### src/logic/irq_enable_pkg.sv
package irq_enable_pkg;

    // Register byte addresses
    localparam logic [11:0] enable_set_offset = 12'h304;
    localparam logic [11:0] enable_clear_offset = 12'h308;
    localparam logic [11:0] event_status_offset = 12'h30C;
    localparam logic [11:0] event_control_offset = 12'h310;

    // Enable bit positions
    localparam int halted_pos = 1;
    localparam int rx_byte_ready_pos = 2;
    localparam int tx_byte_sent_pos = 7;
    localparam int error_pos = 9;
    localparam int byte_boundary_pos = 14;
    localparam int suspended_pos = 18;

    // Reset values
    localparam logic [31:0] enable_reset = 32'h00000000;
    localparam logic [31:0] status_reset = 32'h00000000;

    // Mask of implemented event bits
    localparam logic [31:0] event_mask = 32'h00044286;

    // Control register field: suspend request
    localparam int suspend_req_pos = 0;

    // Controller event inputs
    typedef struct packed {
        logic halted;
        logic rx_byte_ready;
        logic tx_byte_sent;
        logic error;
        logic byte_start;
        logic read_ack_done;
    } event_in_type;

    // APB request
    typedef struct packed {
        logic psel;
        logic penable;
        logic pwrite;
        logic [11:0] paddr;
        logic [31:0] pwdata;
    } apb_req_type;

endpackage

### src/logic/event_status_bank.sv
`timescale 1ns/100ps
module event_status_bank
    import irq_enable_pkg::*;
#(
    parameter int width = 32
)
(
    // Clock and reset
    input wire logic pclk,
    input wire logic presetn,
    // Set and clear pulses
    input wire logic [width-1:0] set_bits,
    input wire logic [width-1:0] clear_bits,
    // Sticky state
    output logic [width-1:0] flags_ff
);

    initial
    begin
        if (width < 19)
        begin
            $error("width too small for event positions");
        end
    end

    // Set wins over a clear in the same cycle
    always_ff @(posedge pclk or negedge presetn)
    begin
        if (!presetn)
        begin
            flags_ff <= status_reset[width-1:0];
        end
        else
        begin
            flags_ff <= (flags_ff & ~clear_bits) | set_bits;
        end
    end

endmodule

### src/logic/two_wire_irq_enable_regs.sv
// The implementer's own choice: the APB interface to the registers.
`timescale 1ns/100ps
// Summary of operation
// - Writing one to bit 1 of the set register enables the halted interrupt; reads show it.
// - Writing one to a clear register bit disables that enable; it reads the same state.
// - The received byte enable sits at bit 2 in both registers.
// - The sent byte enable sits at bit 7 in both registers.
// - The error enable sits at bit 9 in both registers.
// - The byte boundary enable sits at bit 14 in both registers.
// - The suspended enable sits at bit 18 in both registers.
// - Suspended is raised right after a read ack only when a suspend was requested before.
// - The byte boundary event is raised ahead of every byte sent or received.
module two_wire_irq_enable_regs
    import irq_enable_pkg::*;
(
    // Clock and reset
    input wire logic pclk,
    input wire logic presetn,
    // APB slave
    input wire irq_enable_pkg::apb_req_type apb_req,
    output logic [31:0] prdata,
    output logic pready,
    output logic pslverr,
    // Controller events
    input wire irq_enable_pkg::event_in_type events,
    // Interrupt
    output logic irq
);
    import irq_enable_pkg::*;

    logic [31:0] enable_ff;
    logic [31:0] nxt_enable;
    logic [31:0] status;
    logic [31:0] event_set;
    logic [31:0] status_clear;
    logic suspend_req_ff;
    logic [31:0] prdata_ff;
    logic pready_ff;
    logic pslverr_ff;
    logic irq_ff;
    logic access;
    logic wr;

    function automatic logic mapped(input logic [11:0] a);
        mapped = (a == enable_set_offset) || (a == enable_clear_offset)
            || (a == event_status_offset) || (a == event_control_offset);
    endfunction

    // Access phase takes two cycles; pready rises one cycle after penable
    assign access = apb_req.psel && apb_req.penable && !pready_ff;
    assign wr = access && apb_req.pwrite && mapped(apb_req.paddr);

    // Enable set and clear; zero bits leave state alone
    always_comb
    begin
        nxt_enable = enable_ff;
        if (wr && apb_req.paddr == enable_set_offset)
        begin
            nxt_enable = enable_ff | (apb_req.pwdata & event_mask);
        end
        else if (wr && apb_req.paddr == enable_clear_offset)
        begin
            nxt_enable = enable_ff & ~(apb_req.pwdata & event_mask);
        end
    end

    always_ff @(posedge pclk or negedge presetn)
    begin
        if (!presetn)
        begin
            enable_ff <= enable_reset;
        end
        else
        begin
            enable_ff <= nxt_enable;
        end
    end

    // Suspend request held until the read ack consumes it
    always_ff @(posedge pclk or negedge presetn)
    begin
        if (!presetn)
        begin
            suspend_req_ff <= 1'b0;
        end
        else if (wr && apb_req.paddr == event_control_offset)
        begin
            suspend_req_ff <= apb_req.pwdata[suspend_req_pos];
        end
        else if (events.read_ack_done && suspend_req_ff)
        begin
            suspend_req_ff <= 1'b0;
        end
    end

    // Event positions shared by status and enables
    always_comb
    begin
        event_set = 32'h00000000;
        event_set[halted_pos] = events.halted;
        event_set[rx_byte_ready_pos] = events.rx_byte_ready;
        event_set[tx_byte_sent_pos] = events.tx_byte_sent;
        event_set[error_pos] = events.error;
        event_set[byte_boundary_pos] = events.byte_start;
        event_set[suspended_pos] = events.read_ack_done && suspend_req_ff;
    end

    assign status_clear = (wr && apb_req.paddr == event_status_offset)
        ? (apb_req.pwdata & event_mask) : 32'h00000000;

    event_status_bank #(
        .width(32)
    ) u_status (
        .pclk(pclk),
        .presetn(presetn),
        .set_bits(event_set),
        .clear_bits(status_clear),
        .flags_ff(status)
    );

    // Bus answer
    always_ff @(posedge pclk or negedge presetn)
    begin
        if (!presetn)
        begin
            pready_ff <= 1'b0;
            pslverr_ff <= 1'b0;
            prdata_ff <= 32'h00000000;
        end
        else
        begin
            pready_ff <= access;
            pslverr_ff <= access && !mapped(apb_req.paddr);
            prdata_ff <= 32'h00000000;
            if (access && !apb_req.pwrite)
            begin
                unique case (apb_req.paddr)
                    enable_set_offset: prdata_ff <= enable_ff;
                    enable_clear_offset: prdata_ff <= enable_ff;
                    event_status_offset: prdata_ff <= status;
                    event_control_offset: prdata_ff <= {31'h00000000, suspend_req_ff};
                    default: prdata_ff <= 32'h00000000;
                endcase
            end
        end
    end

    // Interrupt level
    always_ff @(posedge pclk or negedge presetn)
    begin
        if (!presetn)
        begin
            irq_ff <= 1'b0;
        end
        else
        begin
            irq_ff <= |(status & nxt_enable);
        end
    end

    assign prdata = prdata_ff;
    assign pready = pready_ff;
    assign pslverr = pslverr_ff;
    assign irq = irq_ff;

endmodule
### config.mk
export PLATFORM = sky130hd
export DESIGN_NAME = two_wire_irq_enable_regs
export DESIGN_NICKNAME = d
export VERILOG_FILES = /design/src/logic/irq_enable_pkg.sv /design/src/logic/event_status_bank.sv /design/src/logic/two_wire_irq_enable_regs.sv
export SDC_FILE = /design/constraint.sdc
export NUM_CORES = 1
export LEC_CHECK = 0
export ABC_AREA = 0
export BUFFER_PORTS_ARGS = -buffer_cell sky130_fd_sc_hd__buf_2
export CAP_MARGIN = 5
export CORE_MARGIN = 3
export CORE_UTILIZATION = 25
export CTS_CLUSTER_SIZE = 10
export DETAILED_ROUTE_END_ITERATION = 8
export GPL_ROUTABILITY_DRIVEN = 0
export PLACE_DENSITY = 0.54
export SLEW_MARGIN = 40
export SYNTH_ARGS = -nofsm -noshare
export SYNTH_HDL_FRONTEND = slang
export SYNTH_HIERARCHICAL = 1
export SYNTH_SLANG_ARGS = --single-unit
export TNS_END_PERCENT = 10
### constraint.sdc
create_clock -name pclk -period 2 [get_ports pclk]
set_input_delay 0.2 -clock pclk [delete_from_list [all_inputs] [get_ports pclk]]
set_output_delay 0.2 -clock pclk [all_outputs]
set_load 0.05 [all_outputs]
Yosys cells after proc, flatten, opt, wreduce, memory -nomap -nowiden
Index checks and enable logic that the tools add are counted.
Widths: inputs -> output; s select.
{"block": "word_totals", "word_cells": 45, "output_inout_bits": 35, "reg_bits": 100, "in_bits": 55}
{"block": "classes", "bitwise_logic": 7, "n_mux": 7, "reduce_logical": 20, "eq_ne": 4}
{"cell": "$and 32x32->32", "n": 3}
{"cell": "$mux 32", "n": 3}
{"cell": "$pmux 32 s3", "n": 1}
{"cell": "$not 19->32", "n": 2}
{"cell": "$or 32x19->32", "n": 2}
{"cell": "$eq 12x10->1 const B", "n": 4}
{"cell": "$reduce_or 32->1", "n": 1}
{"cell": "$mux 19", "n": 1}
{"cell": "$logic_and 1x1->1", "n": 11}
{"cell": "$logic_not 1->1", "n": 3}
{"cell": "$logic_or 1x1->1", "n": 3}
{"cell": "$mux 1", "n": 2}
{"cell": "$reduce_bool 2->1", "n": 1}
{"cell": "$reduce_or 2->1", "n": 1}

Logic depth before layout (Yosys ltp)
{"block": "depth", "ltp_word": 10, "mapped_depth": 7, "depth_no_buf": 6}

Hierarchy
The synthesis kept the hierarchy.
{"module": "two_wire_irq_enable_regs", "n_inst": 1, "seq_area_each_um2": 1051.0, "cells_each": 153, "area_each_um2": 1770.4}
{"module": "event_status_bank", "n_inst": 1, "seq_area_each_um2": 800.8, "cells_each": 96, "area_each_um2": 1161.1}

Least setup slack after synthesis
Ideal clock, no wire load.
{"block": "synth_timing", "kind": "register to register", "from": "register pready_ff (netlist: pready)", "to": "register u_status.flags_ff[18]", "synth_period_minus_slack_ns": 1.903, "setup_ns": 0.118, "slack_ns": 0.097, "t_arrival_ns": 1.785, "stages_incl_launch_ff": 8, "t_required_ns": 1.882, "path_buffers": 1, "path_cell_list": "dfrtp_1 -> nand3b_1 -> nor4_4 -> buf_4 -> and2b_1 -> and2_1 -> inv_1 -> a21o_1"}
{"block": "synth_via", "elab_chain_len": 9}
{"element": "from (decl)", "line": "two_wire_irq_enable_regs.sv:38", "rtl": "logic pready_ff;"}
{"element": "from (signal assigned)", "line": "two_wire_irq_enable_regs.sv:132", "rtl": "pready_ff <= access;"}
{"element": "$logic_not 1->1", "line": "two_wire_irq_enable_regs.sv:50", "rtl": "assign access = apb_req.psel && apb_req.penable && !pready_ff;"}
{"element": "$logic_and 1x1->1", "line": "two_wire_irq_enable_regs.sv:50"}
{"element": "$logic_and 1x1->1 (2 in a row)", "line": "two_wire_irq_enable_regs.sv:51", "rtl": "assign wr = access && apb_req.pwrite && mapped(apb_req.paddr);"}
{"element": "$logic_and 1x1->1", "line": "two_wire_irq_enable_regs.sv:108", "rtl": "assign status_clear = (wr && apb_req.paddr == event_status_offset)"}
{"element": "$mux 19", "line": "two_wire_irq_enable_regs.sv:109", "rtl": "? (apb_req.pwdata & event_mask) : 32'h00000000;"}
{"element": "via status_clear[18]", "line": "two_wire_irq_enable_regs.sv:35", "rtl": "logic [31:0] status_clear;"}
{"element": "$not 19->32", "line": "event_status_bank.sv:35", "rtl": "flags_ff <= (flags_ff & ~clear_bits) | set_bits;"}
{"element": "$and 32x32->32", "line": "event_status_bank.sv:35"}
{"element": "$or 32x19->32", "line": "event_status_bank.sv:35"}
{"element": "to (signal assigned)", "line": "event_status_bank.sv:31", "rtl": "flags_ff <= status_reset[width-1:0];"}
{"element": "to (signal assigned)", "line": "event_status_bank.sv:35"}
{"element": "to (decl)", "line": "event_status_bank.sv:15", "rtl": "output logic [width-1:0] flags_ff"}
The timed path passes the listed nets, and every way through them passes these cells.
A chain may end at the register's enable or synchronous reset.

Worst setup path after layout
{"block": "layout_timing", "from": "register pready_ff (netlist: pready)", "to": "register irq_ff (netlist: irq)"}
{"block": "layout_via", "elab_chain_len": 9, "word_cells_on_any_way": 10, "cone_classes": "2 x mux; 1 x bitwise; 7 x reduce/logical"}
{"element": "$logic_not 1->1 *", "line": "two_wire_irq_enable_regs.sv:50"}
{"element": "$logic_and 1x1->1 *", "line": "two_wire_irq_enable_regs.sv:50"}
{"element": "$logic_and 1x1->1 * (2 in a row)", "line": "two_wire_irq_enable_regs.sv:51"}
{"element": "$logic_and 1x1->1", "line": "two_wire_irq_enable_regs.sv:61", "rtl": "else if (wr && apb_req.paddr == enable_clear_offset)"}
{"element": "$mux 32", "line": "two_wire_irq_enable_regs.sv:61"}
{"element": "$mux 32 *", "line": "two_wire_irq_enable_regs.sv:57", "rtl": "if (wr && apb_req.paddr == enable_set_offset)"}
{"element": "$and 32x32->32 *", "line": "two_wire_irq_enable_regs.sv:157", "rtl": "irq_ff <= |(status & nxt_enable);"}
{"element": "$reduce_or 32->1 *", "line": "two_wire_irq_enable_regs.sv:157"}
{"element": "to (signal assigned)", "line": "two_wire_irq_enable_regs.sv:157"}
{"element": "to (decl)", "line": "two_wire_irq_enable_regs.sv:40", "rtl": "logic irq_ff;"}
Every way passes the cells marked *; elsewhere a longest branch is shown, timed or not.

==> out/qor.yml <==
timing:
  fin_ws_ns: 0.2194
  max_freq_mhz: 561.6
  fin_skew_ns: 0.007186
  min_period_ns: 1.781
  setup_tns_ns: 0
  fin_crit_sh_pct: 89.03
  hold_viol: 0
  holdWs_ns: 0.04953
  rsz0062_at_grt: "no"
  setup_viol: 0
  slew_violations: 0
synth:
  avgSynthCellArea_um2: 11.77
  synth_cell_types: 33
  syn_inst: 249
  yosys_warnings: 6
  synth_seq_cells: 74
  seq_area_frac_synth_pct: 63.17
  synthesis.area_mm2: 0.002932
floorplan:
  die_w_um: 114.3
  dieArea_mm2: 0.01306
  initial_core_util_pct: 26.35
  design.core.area_mm2: 0.01113
  boundaryPins: 90
  rows: 38
  die_h_um: 114.3
power_and_ir_drop:
  internal-power_mw: 2.764
  p_clk_share_pct: 50.3
  power_frac_seq_pct: 44.8
  netSwitchingFraction_pct: 20.32
  total_power_mw: 3.469
  power.density_mw_per_mm2: 869.2
  p_comb_share_pct: 4.9
  switchingPower_mw: 0.7050
  p_leak_nw: 2.096
  peakVddDrop_v: 0.0003821
global_routing:
  grt_use_met2_pct: 15.69
  grt_pass1_wl_um: 9901
  grtUsageMet3_pct: 2.590
  antenna_found_initial: 0
  grt_start_max_net_pins: 49
  grt_pass1_vias: 2155
  grt_util_met1_pct: 11.84
  grtUsageTotal_pct: 9.787
  busiest_layer: "met2"
  overflow: 0
cts:
  cts_sinks: 74
  cts.path.max_buffers: 2
  clkSlewWorstSetupHoldPaths_ns: 0.06
  clkLatencyLatePin_ns: 0.33
  h-tree-depth: 3
  clockRootBuffer: "clkbuf_16"
  cts_made_buffers: 9
  tritoncts: "yes"
status:
  status: "complete, no violations"
finish:
  fillers: 1160
  final-seq-area_mm2: 0.001852
  finalNetCount: 430
  area_delta_synth_final_pct: 36.15
  diodes: 0
  multiInputGateArea_mm2: 0.001089
  design_area_mm2: 0.003991
  drive_gt1_share_pct: 25.00
drt:
  drc: 0
  wire_per_inst_um: 10.98
  num_vias: 2068
  drt-pass1-iter-count: 4
  ant_nets: 0
  first_iter_violations: 69
  drt-total-wl_um: 5709
  vias_per_cell: 3.977
worst_setup_path:
  cp.required_ns: 2.17
  cp-start-kind: "register"
  critPathKind: "register to register"
  crit_path_max_fanout: 12
  endpoint_kind: "register"
  arrival_ns: 1.95
place:
  port_buffers: 64
  dpl-instance-area_mm2: 0.003651
  place_ws_ns: -0.03739
  dp_hpwl_um: 4181
worst_hold_path:
  hold_class: "primary input to register"
run:
  drv_cap: 0
## Yosys cell counts, drive strengths merged
library cell | number | area (um2)
dfrtp | 74 | 1852
inv | 36 | 135.1
a21o | 35 | 262.8
and3 | 26 | 162.7
nor2 | 12 | 55.06
a22oi | 11 | 82.58
and2 | 9 | 56.30
nand2 | 7 | 28.78
nand3 | 6 | 30.03
a31oi | 5 | 31.28
buf | 5 | 38.78
a22o | 3 | 26.28
clkbuf | 3 | 11.26
nand3b | 2 | 15.01
nor2b | 2 | 12.51
nor3 | 2 | 26.28
or3 | 2 | 17.52
a211oi | 1 | 7.510
a32oi | 1 | 8.760
and2b | 1 | 7.510
conb | 1 | 3.750
nor4 | 1 | 21.27
or4 | 1 | 11.26
or4b | 1 | 10.01
xnor2 | 1 | 8.760
xor2 | 1 | 8.760
## repair_timing
action,in CTS,in global routing
endpoints found under the hold margin,26,0
gates resized for setup,0,0
buffers inserted,0,0
hold buffers,1,0
endpoints found under the setup margin,0,0
## per-layer routing
metal | up-vias | wire [um]
met4 | 0 | 139
met2 | 44 | 2744
met5 | - | 0
met1 | 979 | 2563
met3 | 11 | 260
li1 | 1034 | -
## worst max-delay path, stage by stage, from the launching register on
cell and delay, ns:
dfrtp_1 0.39, nand3b_1 0.22, nor4_4 0.23, buf_4 0.23, a31oi_1 0.13, a211oi_1 0.27, nand3_1 0.16
## logic make-up (layout without fill, tap and decap cells)
kind of cell	after synthesis	count (layout)	synth area share, %
flops	74	74	63.17
simple gates	72	72	15.49
compound gates	56	56	14.30
buf+inv	44	124	6.316
xor+xnor	2	2	0.5976
other cells	1	52	0.1279
## power groups by stage
stage	Sequential (mW)	Combinational [mW]	Clock (mW)
3_5_place_dp	1.58	0.171	0
6_report	1.55	0.170	1.75
4_1_cts	1.55	0.173	1.80
5_1_grt	1.56	0.200	1.87
2_1_floorplan	1.58	0.0736	0
3_3_place_gp	1.58	0.167	0
## cell usage in the layout, fill, tap and decap left out, drive strengths merged
master       synthesis  layout
dfrtp               74      74
buf                  5      71
conb                 1      52
inv                 36      36
a21o                35      35
and3                26      26
nor2                12      12
clkbuf               3      12
a22oi               11      11
and2                 9       9
nand2                7       7
nand3                6       6
a31oi                5       5
a22o                 3       3
nor2b                2       2
nand3b               2       2
bufinv               0       2
or3                  2       2
nor3                 2       2
clkinv               0       2
or4                  1       1
xor2                 1       1
xnor2                1       1
a32oi                1       1
or4b                 1       1
nor4                 1       1
and2b                1       1
a211oi               1       1
dlygate4sd3          0       1
## through the flow
stage	utilization [%]	std cells
finish	35.87	520
global route	35.87	520
CTS	35.87	520
detailed placement	32.82	503
global placement	32.82	503
floorplan	-	300
## registers in the layout (all words and copies together), names as in the netlist
| register | count |
|---|---|
| pready | 1 |
| prdata | 32 |
| enable_ff | 6 |
| suspend_req_ff | 1 |
| irq | 1 |
| pslverr | 1 |
| u_status/flags_ff | 32 |
## layout make-up
| type | count | area share [%] |
|---|---|---|
| Clock buffer | 12 | 6.426 |
| Timing Repair Buffer | 72 | 10.28 |
| Tap cell | 140 | 4.389 |
| Clock inverter | 4 | 1.850 |
| Sequential cell | 74 | 46.40 |
| Multi-Input combinational cell | 182 | 27.27 |
| Inverter | 36 | 3.386 |
## final timing paths
path | to | startpoint | slack (ns) | depth (start not counted)
worst max-delay path | irq$_DFF_PN0_ | pready$_DFF_PN0_ | 0.22 | 6
worst max register to register | irq$_DFF_PN0_ | pready$_DFF_PN0_ | 0.22 | 6
max in group asynchronous | irq$_DFF_PN0_ | presetn | 1.09 | 3
min in group asynchronous | u_status/flags_ff[7]$_DFF_PN0_ | presetn | 0.33 | 2
worst min register to register | u_status/flags_ff[27]$_DFF_PN0_ | u_status/flags_ff[27]$_DFF_PN0_ | 0.46 | 1
worst min-delay path | u_status/flags_ff[2]$_DFF_PN0_ | events[4] | 0.05 | 2
Note: power is estimated with default switching activity, not from simulation.
